==> config.mk <==
export PLATFORM = sky130hd
export DESIGN_NAME = ufcc_core
export DESIGN_NICKNAME = d
export VERILOG_FILES = /design/src/hdl/ufcc_pkg.sv /design/src/hdl/ufcc_core.sv
export VERILOG_INCLUDE_DIRS = /design/src /design/src/hdl
export SDC_FILE = /design/constraint.sdc
export NUM_CORES = 1
export LEC_CHECK = 0
export ABC_AREA = 1
export BUFFER_PORTS_ARGS = -buffer_cell sky130_fd_sc_hd__buf_2
export CORE_UTILIZATION = 40
export CTS_CLUSTER_DIAMETER = 200
export CTS_CLUSTER_SIZE = 28
export DETAILED_ROUTE_END_ITERATION = 10
export PLACE_DENSITY_LB_ADDON = 0.3
export SLEW_MARGIN = 20
export SYNTH_ARGS = -nofsm -noshare
export SYNTH_HDL_FRONTEND = slang
export SYNTH_SLANG_ARGS = --single-unit
==> constraint.sdc <==
create_clock -name sys_clk_i -period 1.12 [get_ports sys_clk_i]
set_input_delay 0.056 -clock sys_clk_i [delete_from_list [all_inputs] [get_ports sys_clk_i]]
set_output_delay 0.056 -clock sys_clk_i [all_outputs]
set_load 0.02 [all_outputs]
==> src/hdl/ufcc_regs.svh <==
// register offsets, field positions, reset values and size limit of the control block
`ifndef UFCC_REGS_SVH
`define UFCC_REGS_SVH

// byte addresses on the avalon word bus
`define UFCC_CORE_CONTROL_ADDR 4'h0
`define UFCC_EP_ZERO_CONTROL_ADDR 4'h4
`define UFCC_BUF_INIT_ADDR 4'h8

// core_control fields
`define UFCC_CC_SOFT_RESET 7
`define UFCC_CC_HOST_DISCONNECT 5
`define UFCC_CC_USB_CLOCK_STOP 4
`define UFCC_CC_STALL_AUTO_CLEAR 3
`define UFCC_CC_RESERVED 2
`define UFCC_CC_TOGGLE_MODE 1
`define UFCC_CC_POWER_SOURCE 0

// endpoint_zero_control fields
`define UFCC_EP0_STALL 9
`define UFCC_EP0_PKS_MSB 6

// reset value and packet size limit
`define UFCC_EP0_PKS_RESET 7'h40
`define UFCC_EP0_PKS_MAX 7'h40

// buf_init register fields
`define UFCC_BI_EP0 0

`endif

==> src/hdl/ufcc_pkg.sv <==
// types shared by the usb function core control block
package ufcc_pkg;

  // ==========================================================
  // bus slave states
  typedef enum logic [1:0] {
    UFCC_BUS_IDLE = 2'b00,
    UFCC_BUS_ANSWER = 2'b01
  } ufcc_bus_e;

  // ==========================================================
  // control settings held by software
  typedef struct packed {
    logic soft_reset;
    logic host_disconnect;
    logic usb_clock_stop;
    logic stall_auto_clear_select;
    logic toggle_mode_select;
    logic power_source_select;
  } ufcc_ctrl_s;

  // ==========================================================
  // all state of the block
  typedef struct packed {
    ufcc_bus_e bus;
    ufcc_ctrl_s ctrl;
    logic ep0_stall;
    logic ep0_stall_sent;
    logic [6:0] ep0_pks;
    logic [5:1] epn_stall;
    logic buf_init_ep0;
    logic [15:0] rdata;
    logic waitreq;
    logic pullup_en;
    logic clk_gate_en;
    logic core_reset;
    logic bus_reset_ok;
    logic ep0_stall_active;
    logic [5:1] epn_stall_active;
    logic intr_toggle;
    logic self_powered;
  } ufcc_state_s;

endpackage

==> src/hdl/ufcc_core.sv <==
// control register block of a usb function core
`timescale 1ns/1ps
`default_nettype none
`include "ufcc_regs.svh"

// Function
// - host_disconnect 0 connects pull-up, 1 disconnects
// - bus reset ignored while disconnected
// - usb_clock_stop 1 gates usb clock
// - clock stop and soft reset clear together
// - auto-clear select lets clear feature unstall
// - reserved control bit 2 reads zero
// - interrupt toggle: success only, or always
// - power source reported for get status
// - ep0 stall write one stalls, zero ignored
// - ep0 stall cleared by setup after stall
// - ep0 stall reads as zero
// - ep0 upper bits ignored, reserved read zero
// - seven-bit ep0 packet size, resets to 64, written values not limited to 64
// - soft reset ored with chip reset, resets one
module ufcc_core (
  input wire logic sys_clk_i, // 40 MHz system clock
  input wire logic rst_i, // chip reset, synchronous, active high
  input wire logic clk_en_i, // freezes all state while low
  // avalon-mm slave
  input wire logic [3:0] avs_address_i, // byte address
  input wire logic avs_read_i,
  input wire logic avs_write_i,
  input wire logic [31:0] avs_writedata_i,
  input wire logic [3:0] avs_byteenable_i,
  output logic [31:0] avs_readdata_o,
  output logic avs_waitrequest_o,
  // usb protocol side events, one-cycle pulses
  input wire logic usb_bus_reset_i, // bus reset seen on the line
  input wire logic ep0_stall_sent_i, // ep0 handshake was stall
  input wire logic ep0_setup_rx_i, // setup packet on ep0
  input wire logic clear_feature_i, // clear feature halt received
  input wire logic [2:0] clear_feature_ep_i, // endpoint it names
  input wire logic [5:1] epn_stall_set_i, // software stall request ep1..5
  input wire logic [5:1] epn_stall_clr_i, // software stall release ep1..5
  input wire logic intr_done_i, // interrupt transfer ended
  input wire logic intr_ok_i, // it ended successfully
  // control outputs
  output logic pullup_en_o, // closes pull-up switch
  output logic clk_gate_en_o, // usb operating clock runs
  output logic core_reset_o, // usb function reset
  output logic bus_reset_ok_o, // bus reset accepted by core
  output logic ep0_stall_o, // ep0 answers with stall
  output logic [5:1] epn_stall_o, // ep1..5 answer with stall
  output logic intr_toggle_o, // current interrupt data pid
  output logic self_powered_o, // get status self powered bit
  output logic [6:0] ep0_max_packet_o // ep0 packet size in bytes
);

  // ==========================================================
  // state
  ufcc_pkg::ufcc_state_s state_r; // all flops of the block
  ufcc_pkg::ufcc_state_s state_nxt; // next value
  // one struct for all flops keeps the clock enable and reset in a single place

  // decode a byte address into a word hit; used for read and write
  function automatic logic addr_hit(input logic [3:0] a, input logic [3:0] b);
    addr_hit = (a == b);
  endfunction

  // ==========================================================
  // next state logic
  always_comb begin
    logic wr_cc; // write strobe for core_control low byte
    logic wr_ep; // write strobe for endpoint_zero_control
    logic wr_bi; // write strobe for buffer init flags
    logic ep_lo; // low byte lane of ep0 register
    logic ep_hi; // high byte lane of ep0 register
    logic in_reset; // chip or soft reset in force
    wr_cc = 1'b0;
    wr_ep = 1'b0;
    wr_bi = 1'b0;
    ep_lo = avs_byteenable_i[0];
    ep_hi = avs_byteenable_i[1];
    in_reset = 1'b0;
    state_nxt = state_r;

    // bus slave: request taken in idle, answered one cycle later
    case (state_r.bus)
      ufcc_pkg::UFCC_BUS_IDLE: begin
        // a request is taken only here, so a held request is never taken twice
        state_nxt.waitreq = 1'b1;
        if (avs_read_i || avs_write_i) begin
          state_nxt.bus = ufcc_pkg::UFCC_BUS_ANSWER;
          state_nxt.waitreq = 1'b0;
          // lane 0 carries bits 7:0 of every register, lane 1 bits 15:8
          wr_cc = avs_write_i && avs_byteenable_i[0] &&
                  addr_hit(avs_address_i, `UFCC_CORE_CONTROL_ADDR);
          wr_ep = avs_write_i && addr_hit(avs_address_i, `UFCC_EP_ZERO_CONTROL_ADDR);
          wr_bi = avs_write_i && avs_byteenable_i[0] &&
                  addr_hit(avs_address_i, `UFCC_BUF_INIT_ADDR);
          state_nxt.rdata = 16'h0000; // unmapped and reserved read zero
          if (addr_hit(avs_address_i, `UFCC_CORE_CONTROL_ADDR)) begin
            // reserved bit 2 and bits 15:8 stay zero
            state_nxt.rdata[`UFCC_CC_SOFT_RESET] = state_r.ctrl.soft_reset;
            state_nxt.rdata[`UFCC_CC_HOST_DISCONNECT] = state_r.ctrl.host_disconnect;
            state_nxt.rdata[`UFCC_CC_USB_CLOCK_STOP] = state_r.ctrl.usb_clock_stop;
            state_nxt.rdata[`UFCC_CC_STALL_AUTO_CLEAR] =
              state_r.ctrl.stall_auto_clear_select;
            state_nxt.rdata[`UFCC_CC_TOGGLE_MODE] = state_r.ctrl.toggle_mode_select;
            state_nxt.rdata[`UFCC_CC_POWER_SOURCE] = state_r.ctrl.power_source_select;
          end else if (addr_hit(avs_address_i, `UFCC_EP_ZERO_CONTROL_ADDR)) begin
            // stall always reads zero so write-back never sets it
            // upper nibble read as zero, reserved bits zero
            state_nxt.rdata[`UFCC_EP0_PKS_MSB:0] = state_r.ep0_pks;
          end else if (addr_hit(avs_address_i, `UFCC_BUF_INIT_ADDR)) begin
            state_nxt.rdata[`UFCC_BI_EP0] = state_r.buf_init_ep0;
          end
        end
      end
      ufcc_pkg::UFCC_BUS_ANSWER: begin
        // answer stands one cycle, then back to waiting
        state_nxt.bus = ufcc_pkg::UFCC_BUS_IDLE;
        state_nxt.waitreq = 1'b1;
      end
      default: begin
        // unused state codes fall back to idle
        state_nxt.bus = ufcc_pkg::UFCC_BUS_IDLE;
        state_nxt.waitreq = 1'b1;
      end
    endcase

    // core_control write; clock stop and reset may clear together
    if (wr_cc) begin
      state_nxt.ctrl.soft_reset = avs_writedata_i[`UFCC_CC_SOFT_RESET];
      state_nxt.ctrl.usb_clock_stop = avs_writedata_i[`UFCC_CC_USB_CLOCK_STOP];
      // settings below take effect only while soft reset is held
      // trade-off: a late write is dropped silently rather than flagged
      if (state_r.ctrl.soft_reset) begin
        state_nxt.ctrl.host_disconnect = avs_writedata_i[`UFCC_CC_HOST_DISCONNECT];
        state_nxt.ctrl.stall_auto_clear_select =
          avs_writedata_i[`UFCC_CC_STALL_AUTO_CLEAR];
        state_nxt.ctrl.toggle_mode_select = avs_writedata_i[`UFCC_CC_TOGGLE_MODE];
        state_nxt.ctrl.power_source_select = avs_writedata_i[`UFCC_CC_POWER_SOURCE];
      end
    end

    // soft reset sets the ep0 buffer init flag; software clears it afterwards
    // limitation: only the ep0 flag lives here, other endpoints keep their own
    if (wr_bi && !avs_writedata_i[`UFCC_BI_EP0]) begin
      state_nxt.buf_init_ep0 = 1'b0;
    end
    if (state_r.ctrl.soft_reset) begin
      state_nxt.buf_init_ep0 = 1'b1;
    end

    // ep0 packet size only during init; undefined nibble dropped
    if (wr_ep && ep_lo && state_r.ctrl.soft_reset && state_r.buf_init_ep0) begin
      state_nxt.ep0_pks = avs_writedata_i[`UFCC_EP0_PKS_MSB:0];
    end

    // ep0 stall: record that a stall went out, setup then releases
    if (state_r.ep0_stall && ep0_stall_sent_i) begin
      state_nxt.ep0_stall_sent = 1'b1;
    end
    if (state_r.ep0_stall_sent && ep0_setup_rx_i) begin
      state_nxt.ep0_stall = 1'b0;
      state_nxt.ep0_stall_sent = 1'b0;
    end
    // a write of one wins over the hardware clear; zero is ignored
    if (wr_ep && ep_hi && avs_writedata_i[`UFCC_EP0_STALL]) begin
      state_nxt.ep0_stall = 1'b1;
      state_nxt.ep0_stall_sent = 1'b0;
    end

    // ep1..5 stall: hardware release only in auto-clear mode
    // ep0 is handled above, so the loop starts at endpoint one
    for (int i = 1; i <= 5; i++) begin
      if (state_r.ctrl.stall_auto_clear_select) begin
        if (clear_feature_i && clear_feature_ep_i == 3'(i)) begin
          state_nxt.epn_stall[i] = 1'b0;
        end
      end else if (epn_stall_clr_i[i]) begin
        state_nxt.epn_stall[i] = 1'b0;
      end
      if (epn_stall_set_i[i]) begin
        state_nxt.epn_stall[i] = 1'b1; // set wins over clear
      end
    end

    // interrupt data pid toggle
    // mode 1 flips even after a failed transfer; the host must follow suit
    if (intr_done_i && (state_r.ctrl.toggle_mode_select || intr_ok_i)) begin
      state_nxt.intr_toggle = ~state_r.intr_toggle;
    end

    // registered outputs
    // taken from the next state, bar bus_reset_ok, so outputs move on the write edge itself
    in_reset = state_nxt.ctrl.soft_reset;
    state_nxt.core_reset = in_reset;
    state_nxt.pullup_en = ~state_nxt.ctrl.host_disconnect;
    state_nxt.clk_gate_en = ~state_nxt.ctrl.usb_clock_stop;
    state_nxt.bus_reset_ok = usb_bus_reset_i && !state_r.ctrl.host_disconnect;
    state_nxt.ep0_stall_active = state_nxt.ep0_stall;
    state_nxt.epn_stall_active = state_nxt.epn_stall;
    state_nxt.self_powered = state_nxt.ctrl.power_source_select;
    if (in_reset) begin
      state_nxt.intr_toggle = 1'b0; // data pid restarts at data0
    end
  end

  // ==========================================================
  // state register; chip reset forces soft reset high
  // chip reset wins over the enable, so reset needs no running enable
  // enable low freezes everything, a pending bus answer too
  always_ff @(posedge sys_clk_i) begin
    if (rst_i) begin
      state_r <= '0;
      state_r.bus <= ufcc_pkg::UFCC_BUS_IDLE;
      state_r.waitreq <= 1'b1;
      state_r.ctrl.soft_reset <= 1'b1;
      state_r.ctrl.host_disconnect <= 1'b1;
      state_r.ep0_pks <= `UFCC_EP0_PKS_RESET;
      state_r.buf_init_ep0 <= 1'b1;
      state_r.core_reset <= 1'b1;
      state_r.clk_gate_en <= 1'b1;
    end else if (clk_en_i) begin
      state_r <= state_nxt;
    end
  end

  // ==========================================================
  // outputs straight from flops
  // the upper read half is constant zero: all three registers are 16 bits wide
  assign avs_readdata_o = {16'h0000, state_r.rdata};
  assign avs_waitrequest_o = state_r.waitreq;
  assign pullup_en_o = state_r.pullup_en;
  assign clk_gate_en_o = state_r.clk_gate_en;
  assign core_reset_o = state_r.core_reset;
  assign bus_reset_ok_o = state_r.bus_reset_ok;
  assign ep0_stall_o = state_r.ep0_stall_active;
  assign epn_stall_o = state_r.epn_stall_active;
  assign intr_toggle_o = state_r.intr_toggle;
  assign self_powered_o = state_r.self_powered;
  assign ep0_max_packet_o = state_r.ep0_pks;

  // helpers: a write taken at this edge; waitrequest high means the slave is idle
  logic cc_take; // core_control low byte write accepted
  logic ep_take; // endpoint_zero_control write accepted
  assign cc_take = clk_en_i && avs_write_i && avs_waitrequest_o && avs_byteenable_i[0] &&
    (avs_address_i == `UFCC_CORE_CONTROL_ADDR);
  assign ep_take = clk_en_i && avs_write_i && avs_waitrequest_o &&
    (avs_address_i == `UFCC_EP_ZERO_CONTROL_ADDR);
endmodule
`default_nettype wire

; Word-level counts from Yosys, hierarchy flattened
; Index checks and enable logic that the tools add are counted.
; Widths: inputs -> output; s select.
[classes]
addsub = 0
multipliers = 0
div_mod_pow = 0
n_lt_le_gt_ge = 0
n_eq_ne = 13
n_shift = 0
mux = 48
bitwise_logic = 3
reduce_logical = 47
[op_table]
columns = operator, n
row1 = $mux 1, 39
row2 = $reduce_and 3->1, 7
row3 = $logic_and 1x1->1, 19
row4 = $reduce_bool 3->1, 6
row5 = $ne 3x2->1 const B, 5
row6 = $mux 6, 2
row7 = $reduce_and 2->1, 6
row8 = $mux 2, 5
row9 = $eq 3x2->1 const B, 2
row10 = $eq 3x3->1 const B, 2
row11 = $mux 3, 2
row12 = $reduce_bool 2->1, 3
row13 = $eq 4x3->1 const B, 1
row14 = $eq 4x4->1 const B, 1
row15 = $logic_not 4->1, 1
row16 = $eq 3x1->1 const B, 1
row17 = $not 1->1, 3
row18 = $logic_not 1->1, 2
row19 = $logic_not 2->1, 1
row20 = $logic_or 1x1->1, 2
row21 = $ne 2x2->1 const B, 1
[totals]
ff_bits = 36
latchBits = 0
ramBits = 0
mem_bits_ro = 0
elab_cells = 133
memories = 0

; Logic depth before layout (Yosys ltp)
; Gate-level depths: netlist of the first run.
[logic_depth]
ltp_word = 8
ltp_mapped = 8
depth_no_buf = 8

; Worst setup path before layout of the first run
; Ideal clock, no wire load.
[synth_timing]
path_kind = register to register
startpoint = register, netlist name core_reset_o
endpoint = register state_r (netlist bit ep0_max_packet_o[4])
t_arrival_ns = 1.132
t_required_ns = 1.056
setup_slack_ns = -0.076
stages_incl_launch_ff = 7
path_buffers = 0
period_less_slack_ns = 1.196
path_cell_list = dfxtp_1 > nand2_1 > nor2_4 > nand3_2 > inv_2 > nor2_1 > nor2_1
[synth_rtl]
columns = item, line_no
row1 = to (signal assigned), ufcc_core.sv:223  ; state_r <= state_nxt;
row2 = to (decl), ufcc_core.sv:57  ; ufcc_pkg::ufcc_state_s state_r;

; Final worst setup path of the first run
[layout_timing]
startpoint = register state_r[50] in the netlist's numbering
endpoint = register state_r[29] in the netlist's numbering
[layout_via]
elab_chain_len = 5
[layout_rtl]
columns = item, line_no
row1 = $logic_not 2->1, ufcc_core.sv:84  ; case (state_r.bus)
row2 = $mux 1, ufcc_core.sv:84
row3 = $logic_and 1x1->1, ufcc_core.sv:145  ; if (wr_bi && !avs_writedata_i[`UFCC_BI_EP0]) begin
row4 = $reduce_bool 2->1 (no line), n/a
row5 = $reduce_and 2->1 (no line), n/a
; Every way passes these cells.
; A chain may end at the register's enable or synchronous reset.

==> results.cfg, run 1 <==
[detailed_routing]
drt_iter0_markers = 95
firstDrtPassIters = 4
met1Wirelength_mm = 2.21
met3_length_um = 223
via_count = 1904
antenna_left = 0
wl_met2_mm = 2.15
wl_mm = 4.64
drt-wirelength-per-cell_um = 11.1
viasPerCell = 4.54
routed.top_layer = met4
drc_errors = 0

[cts]
cts_made_buffers = 5
root_buffer = clkbuf_8
clk_pin_slew_ns = 0.07
htree_num_levels = 2
cts_sinks = 35
clock_latency_ns = 0.28
cts_buffer_depth = 2
cts_tree = built

[final_layout]
final_area_mm2 = 0.00247
area_delta_synth_final_pct = 21.0
final_cell_mix = buf_2 (66), nand2_1 (65), nor2_1 (31), dfxtp_1 (31), conb_1 (24)
final_common_cell = buf_2
final_nets = 415
layout-drive-gt1-share_pct = 34.4
diodes = 0
fill_cells = 550

[placed_design]
gp_congestion = 0.835
dp_hpwl_mm = 3.48
placedInstanceArea_mm2 = 0.00225
portBuffers = 66

[timing]
finalCritPeriodShare_pct = 98.5
hold_viol = 0
slew_violations = 0
fin_skew_ns = 0.00413
hold_ws_ns = 0.0131
setup_viol = 0
grt_setup_unrepaired = yes
fmaxAchievable_mhz = 907
layout_min_cycle_time_ns = 1.10

[floorplan]
start_util_pct = 42.3
io_pins = 116
die_w_um = 73.4
chipHeight_um = 73.4
die-area_mm2 = 0.00539
fp-row-count = 25
core_mm2 = 0.00482

[critical_path]
cp_slowest_cell = dfxtp_4
worstPathCellList = nor2_4 -> buf_4 -> nand3_1 -> o31ai_1 -> nand2_1
r2r-start = state_r[50]$_SDFFE_PP0P_
critPathRequiredTime_ns = 1.28
crit_family = flip-flops
cp-startpoint = state_r[50]$_SDFFE_PP0P_
cp-end-kind = flop
max_stage_delay_ns = 0.37
path_max_fanout = 4
critPathLaunchType = flop
worst-path-buf-inv = 1
worstSetupPathType = flop to flop
critical_path_arrival_ns = 1.26

[worst_hold_path]
hold_path.class = primary input to flop
min-delay-start = epn_stall_set_i[1]

[synthesis]
synth_cell_types = 29
synth_cells = 289
synth_edf_count = 0
syn_avg_cell_area_um2 = 7.06
ys_seq_area_share_pct = 34.4
yosysWarnings = 0
synthArstFlopShare_pct = 0
syn_area_mm2 = 0.00204
synth_seq_cells = 35
dominantRegCellSynth = dfxtp_1

[pwr]
p_comb_share_pct = 18.6
p_int_mw = 2.04
seqPwrFrac_pct = 46.0
power.switching_uw = 796
leakage_nw = 1.22
powerDensity_mw_per_mm2 = 1150
ir_worst_vdd_v = 0.000525
clkPwrFrac_pct = 35.3
swShare_pct = 28.1

[global_route]
grt_pass1_vias = 1650
antenna_found_initial = 0
grt.overflow.total = 0
grt_pass1_wl_mm = 7.21
grt_usage_pct = 17.5
grt_max_degree = 21

[run]
cap_violations = 0

[run_status]
outcome = finished, final reports clean
## per-layer routing
layer / track usage (%) / up-vias
met5: 0 / -
met4: 7.48 / 0
met3: 2.61 / 5
met2: 28.3 / 62
met1: 23.3 / 858
li1: - / 979
## final cells by class
cell class	instances	area, um^2	share of cell area [%]
Sequential cell	35	708	28.7
Clock buffer	8	100	4.05
Inverter	22	90.1	3.65
Multi-Input combinational cell	203	998	40.4
Tap cell	67	83.8	3.40
Timing Repair Buffer	84	488	19.8
## flip-flops by register name, indices dropped and copies added (netlist names)
name,flops
avs_readdata_o,8
ep0_max_packet_o,7
state_r,7
epn_stall_o,5
avs_waitrequest_o,1
bus_reset_ok_o,1
clk_gate_en_o,1
core_reset_o,1
ep0_stall_o,1
intr_toggle_o,1
pullup_en_o,1
self_powered_o,1
## worst paths after layout
kind                                      end  slack [ns]  depth (start not counted)
setup / recovery     state_r[29]$_SDFFE_PP1P_        0.02                          5
hold / removal    epn_stall_o[1]$_SDFFE_PP0P_        0.01                          3
setup reg to reg     state_r[29]$_SDFFE_PP1P_        0.02                          5
hold reg to reg      state_r[42]$_SDFFE_PP0P_        0.46                          2
## metrics by stage
| stage | total power, mW | setup slack (ns) | instances | setup TNS (ns) | util [%] |
|---|---|---|---|---|---|
| 2_1_floorplan | 1.71 | 0.0474 | 312 | 0 | - |
| 3_3_place_gp | 1.80 | -0.0190 | 404 | -0.0228 | 46.6 |
| 3_5_place_dp | 1.81 | -0.0508 | 404 | -0.167 | 46.6 |
| 4_1_cts | 2.82 | 0.0113 | 413 | 0 | 49.0 |
| 6_report | 2.83 | 0.0172 | 419 | 0 | 51.2 |
| 5_1_grt | 2.96 | -0.0808 | 419 | -0.563 | 51.2 |
## cells by family (layout without fill, tap and decap cells)
family / count (synthesis) / count (layout) / share of synthesized area (%)
simple gates: 139 / 139 / 31.3
other cells: 1 / 24 / 0.184
compound gates: 39 / 39 / 10.6
buf+inv: 74 / 114 / 23.1
flops: 35 / 35 / 34.4
xor+xnor: 1 / 1 / 0.430
## power by group through the flow
stage / registers [mW] / clock network (mW) / logic [mW]
6_report: 1.30 / 1.00 / 0.527
5_1_grt: 1.31 / 1.08 / 0.579
4_1_cts: 1.30 / 1.03 / 0.484
3_3_place_gp: 1.33 / 0 / 0.475
2_1_floorplan: 1.34 / 0 / 0.371
3_5_place_dp: 1.33 / 0 / 0.478
## timing repair
action,CTS,global route
pin swaps,1,8
setup endpoints to repair,8,29
endpoints found under the hold margin,1,0
resized for setup,1,19
buffers inserted,0,6
hold buffers,1,0
## cell usage after synthesis (all sizes together), types with 2 or more instances
cell,n,area share (%)
nand4,8,2.5
inv,22,4.0
nand3,21,5.9
dfxtp,35,34
o211ai,2,0.74
nand2,71,13
clkbuf,3,1.0
nor2,37,9.0
a21oi,20,5.3
o21ai,15,3.9
buf,49,18
## worst register-to-register path, cell delays in order (launching register included)
cell,delay (ns)
dfxtp_4,0.37
nor2_4,0.12
buf_4,0.13
nand3_1,0.05
o31ai_1,0.23
nand2_1,0.08
Note: power is estimated with default switching activity, not from simulation.
==> inputs of run 2 (changes only) <==
Settings changed: REMOVE_ABC_BUFFERS from default to 1.
==> run 2 against run 1 <==
Net effect:
- critical path type unchanged
- first-iteration DRC count is 8.4% lower
- hold slack worse by 0.0060 ns
- highest routed layer unchanged
- largest cell class unchanged
- maximum frequency increased by 0.36%
- sequential share of layout area increased by 0.15 points
- non-clock buffer count did not move
- clock skew increased by 0.0017 ns
- sequential power barely moved
==> results.cfg, run 2 (synthesis results as in run 1) <==
[run_status]
outcome = finished, final reports clean

[critical_path]
r2r_setup_slack_ns = 0.02
critPathRequiredTime_ns = 1.35
worstSetupPathType = flop to flop
critPathLaunchType = flop
cp-end-kind = flop
critical_path_arrival_ns = 1.33
path_max_fanout = 7

[cts]
cts_buffer_depth = 2
htree_num_levels = 2
clock_latency_ns = 0.29
cts_sinks = 35
cts_tree = built
cts_made_buffers = 5
clk_pin_slew_ns = 0.07
root_buffer = clkbuf_8

[final_layout]
final_cells = 419
diodes = 0
final_nets = 415
fill_cells = 516
area_delta_synth_final_pct = 20.2
final_common_cell = buf_2
layout-drive-gt1-share_pct = 34.4
final_cell_mix = buf_2 (66), nand2_1 (65), dfxtp_1 (32)
largest_reg_flops = 8

[detailed_routing]
drt_iter0_markers = 87
drc_errors = 0
antenna_left = 0
via_count = 1909
drt-wirelength-per-cell_um = 11.3
firstDrtPassIters = 5
wl_mm = 4.75
viasPerCell = 4.56

[worst_hold_path]
hold_path.class = primary input to flop

[global_route]
grt_pass1_wl_mm = 7.69
grt.overflow.total = 0
grt_max_degree = 21
grt_pass1_vias = 1685
grt_usage_pct = 18.8
antenna_found_initial = 0

[pwr]
swShare_pct = 28.8
power.switching_uw = 817
p_int_mw = 2.02
leakage_nw = 1.22
powerDensity_mw_per_mm2 = 1160
ir_worst_vdd_v = 0.000491
power_mw = 2.84
p_comb_share_pct = 18.0
seqPwrFrac_pct = 45.9
clkPwrFrac_pct = 36.1

[timing]
slew_violations = 0
fin_skew_ns = 0.00585
grt_setup_unrepaired = yes
hold_viol = 0
layout_min_cycle_time_ns = 1.10
setup_viol = 0
finalCritPeriodShare_pct = 98.1
fmaxAchievable_mhz = 910
fin_setup_tns_ns = 0

[placed_design]
portBuffers = 66
dp_hpwl_mm = 3.55
dpl.cell_count = 406
gp_congestion = 0.809

[floorplan]
die_w_um = 73.4
die-area_mm2 = 0.00539
chipHeight_um = 73.4
start_util_pct = 42.3
fp-row-count = 25
io_pins = 116
core_mm2 = 0.00482

[run]
cap_violations = 0
[run 2: cell count changes in the layout (fill, tap and decap cells not counted), sizes merged]
| cell | change |
|---|---|
| dlygate4sd3 | +1 |
| clkinvlp | +1 |
| buf | -1 |
| clkbuf | -1 |
[run 2: critical path, stage by stage, from the launching register on]
cell and delay, ns:
dfxtp_4 0.36, nor2_2 0.14, o21ai_2 0.14, inv_2 0.14, nor2_1 0.05, nor2_1 0.08
nand2_1 0.05, nor2_1 0.07
[run 2: stage by stage]
stage	hold slack (ns)	worst slack, ns	instance area, um^2	util (%)
6_report	0.00713	0.0211	2450	50.9
5_1_grt	0.00806	-0.0359	2450	50.9
4_1_cts	0.00220	0.00901	2380	49.5
3_5_place_dp	0.256	-0.0404	2250	46.7
3_3_place_gp	0.260	0.00110	2250	46.7
2_1_floorplan	0.118	-0.0854	1740	-
[run 2: layer usage]
metal / track usage (%) / vias to the layer above / part of all wire, %
li1: - / 985 / -
met1: 24.6 / 838 / 49
met2: 30.1 / 77 / 43
met3: 4.39 / 9 / 6.4
met4: 7.05 / 0 / 1.9
met5: 0 / - / 0
[run 2: final cells by class]
| cell class | count | area (um^2) | area share (%) |
|---|---|---|---|
| inverters | 22 | 85.1 | 3.47 |
| well taps | 67 | 83.8 | 3.42 |
| repair buffers | 84 | 482 | 19.7 |
| flip-flops and latches | 35 | 707 | 28.8 |
| clock inverters | 1 | 7.51 | 0.306 |
| clock buffers | 7 | 96.3 | 3.93 |
| multi-input cells | 203 | 990 | 40.4 |
[run 2: path summary, 6_finish.rpt]
path,startpoint,endpoint,cells after the start
setup / recovery,state_r[50]$_SDFFE_PP0P_,avs_readdata_o[0]$_SDFFE_PP0P_,7
hold / removal,epn_stall_set_i[3],epn_stall_o[3]$_SDFFE_PP0P_,3
setup reg to reg,state_r[50]$_SDFFE_PP0P_,avs_readdata_o[0]$_SDFFE_PP0P_,7
hold reg to reg,epn_stall_o[4]$_SDFFE_PP0P_,epn_stall_o[4]$_SDFFE_PP0P_,2
[run 2: timing repair]
action / 4_1_cts / 5_1_grt
gates cloned: 0 / 0
hold buffers: 2 / 0
setup buffers: 1 / 2
setup endpoints to repair: 10 / 27
resized for setup: 1 / 18
endpoints found under the hold margin: 2 / 0
pin swaps: 2 / 3
[run 2: power groups by stage]
stage,logic [mW],clock network [mW],registers [mW]
global placement,0.480,0,1.33
detailed placement,0.482,0,1.33
global route,0.569,1.11,1.31
finish,0.511,1.02,1.30
CTS,0.494,1.04,1.30
floorplan,0.229,0,1.36
==> inputs of run 3 (changes only) <==
Settings changed: CORE_MARGIN from default to 2, PLACE_DENSITY_LB_ADDON 0.3 to 0.05.
==> run 3 against run 2 <==
Net effect:
- sequential power about the same
- maximum frequency about the same
- power decreased by 6.9%
- non-clock buffer count fell by 4
- clock power shrank 18%
- core utilization shrank 1.4 points
==> results.cfg, run 3 (synthesis results as in run 1) <==
[cts]
cts_buffer_depth = 2
root_buffer = clkbuf_8
clock_latency_ns = 0.28
cts_tree = built
cts_made_buffers = 5
cts_sinks = 35
htree_num_levels = 2
clk_pin_slew_ns = 0.07

[timing]
slew_violations = 0
fmaxAchievable_mhz = 910
finalCritPeriodShare_pct = 98.1
layout_min_cycle_time_ns = 1.10
fin_skew_ns = 0.00452
fin_setup_tns_ns = 0
hold_viol = 0
setup_viol = 0
grt_setup_unrepaired = yes

[pwr]
power_mw = 2.64
leakage_nw = 1.18
ir_worst_vdd_v = 0.000502
powerDensity_mw_per_mm2 = 1110

[global_route]
grt_usage_pct = 17.7
grt_max_degree = 16
grt_pass1_wl_mm = 7.56
grt_pass1_vias = 1612
grt.overflow.total = 0
antenna_found_initial = 0

[floorplan]
fp-row-count = 25
core_mm2 = 0.00482
die_w_um = 75.4
die-area_mm2 = 0.00569
chipHeight_um = 75.4
start_util_pct = 42.3
io_pins = 116

[critical_path]
reg2regPathDepth = 7
max_stage_delay_ns = 0.35
critPathLaunchType = flop
cp_common_cell = nor2_1
worstPathCellList = nor2_2 -> o21ai_2 -> inv_2 -> nor2_1 -> nor2_1 -> nand2_1 -> nor2_1
worstSetupPathType = flop to flop
critical_path_arrival_ns = 1.32
cp_slowest_cell = dfxtp_2
critPathRequiredTime_ns = 1.34
path_max_fanout = 7
cp-end-kind = flop

[final_layout]
diodes = 0
fin_util_pct = 49.5
fill_cells = 544
final_common_cell = buf_2
layout-drive-gt1-share_pct = 33.2
final_cell_mix = buf_2 (66), nand2_1 (64), nor2_1 (31), dfxtp_1 (31), conb_1 (24)
area_delta_synth_final_pct = 16.9
final_nets = 411
largest_reg_flops = 8
seqCellArea_um2 = 706
final_cells = 413
multi_input_area_um2 = 992

[detailed_routing]
drt-wirelength-per-cell_um = 11.8
viasPerCell = 4.53
drt_iter0_markers = 94
firstDrtPassIters = 4
antenna_left = 0
wl_mm = 4.86
drc_errors = 0
via_count = 1870

[placed_design]
gp_congestion = 0.728
dpl.cell_count = 404
dp_hpwl_mm = 3.71
portBuffers = 66

[run]
cap_violations = 0

[worst_hold_path]
hold_depth = 3
hold_path.class = primary input to flop

[run_status]
outcome = finished, final reports clean
==> run 3: stage by stage <==
stage | worst slack [ns] | hold slack [ns] | area [um^2]
2_1_floorplan | -0.0854 | 0.118 | 1740
4_1_cts | 0.0111 | 0.00231 | 2320
3_3_place_gp | -0.00212 | 0.259 | 2230
3_5_place_dp | -0.0482 | 0.260 | 2230
6_report | 0.0208 | 0.0116 | 2380
5_1_grt | -0.0546 | 0.00790 | 2380
==> run 3: final timing paths <==
kind | startpoint | to | slack [ns]
max | state_r[50]$_SDFFE_PP0P_ | avs_readdata_o[0]$_SDFFE_PP0P_ | 0.02
min | epn_stall_set_i[4] | epn_stall_o[4]$_SDFFE_PP0P_ | 0.01
max reg2reg | state_r[50]$_SDFFE_PP0P_ | avs_readdata_o[0]$_SDFFE_PP0P_ | 0.02
min reg2reg | avs_readdata_o[3]$_SDFFE_PP0P_ | avs_readdata_o[3]$_SDFFE_PP0P_ | 0.46
==> run 3: cell type report <==
class	instances	share of cell area (%)
inverters	22	3.67
repair buffers	80	18.5
well taps	67	3.52
multi-input cells	203	41.6
flip-flops and latches	35	29.6
clock buffers	6	3.04
==> run 3: where the power goes <==
part	switching (mW)	total, mW	leakage (nW)	internal, mW
Combinational	0.329	0.497	0.859	0.168
Clock	0.425	0.839	0.0371	0.414
Sequential	0.0224	1.30	0.285	1.28
==> run 3: metal layers <==
metal / vias to the layer above / GRT usage (%) / part of all wire (%)
met3: 6 / 5.03 / 6.9
met5: - / 0 / 0
met2: 62 / 28.9 / 45
met1: 830 / 22.9 / 47
met4: 0 / 5.26 / 1.1
li1: 972 / - / -
==> run 3: worst max-delay path, delay by kind of cell (launching register included) <==
family          cells  cell delay, ns
simple gates        5            0.41
compound gates      1            0.14
flops               1            0.35
buf+inv             1            0.14
==> run 3: timing repair <==
item | in CTS | in global routing
setup endpoints to repair | 8 | 27
endpoints found under the hold margin | 1 | 0
hold buffers | 1 | 0
pin swaps | 1 | 5
setup buffers | 0 | 2
gates resized for setup | 1 | 16
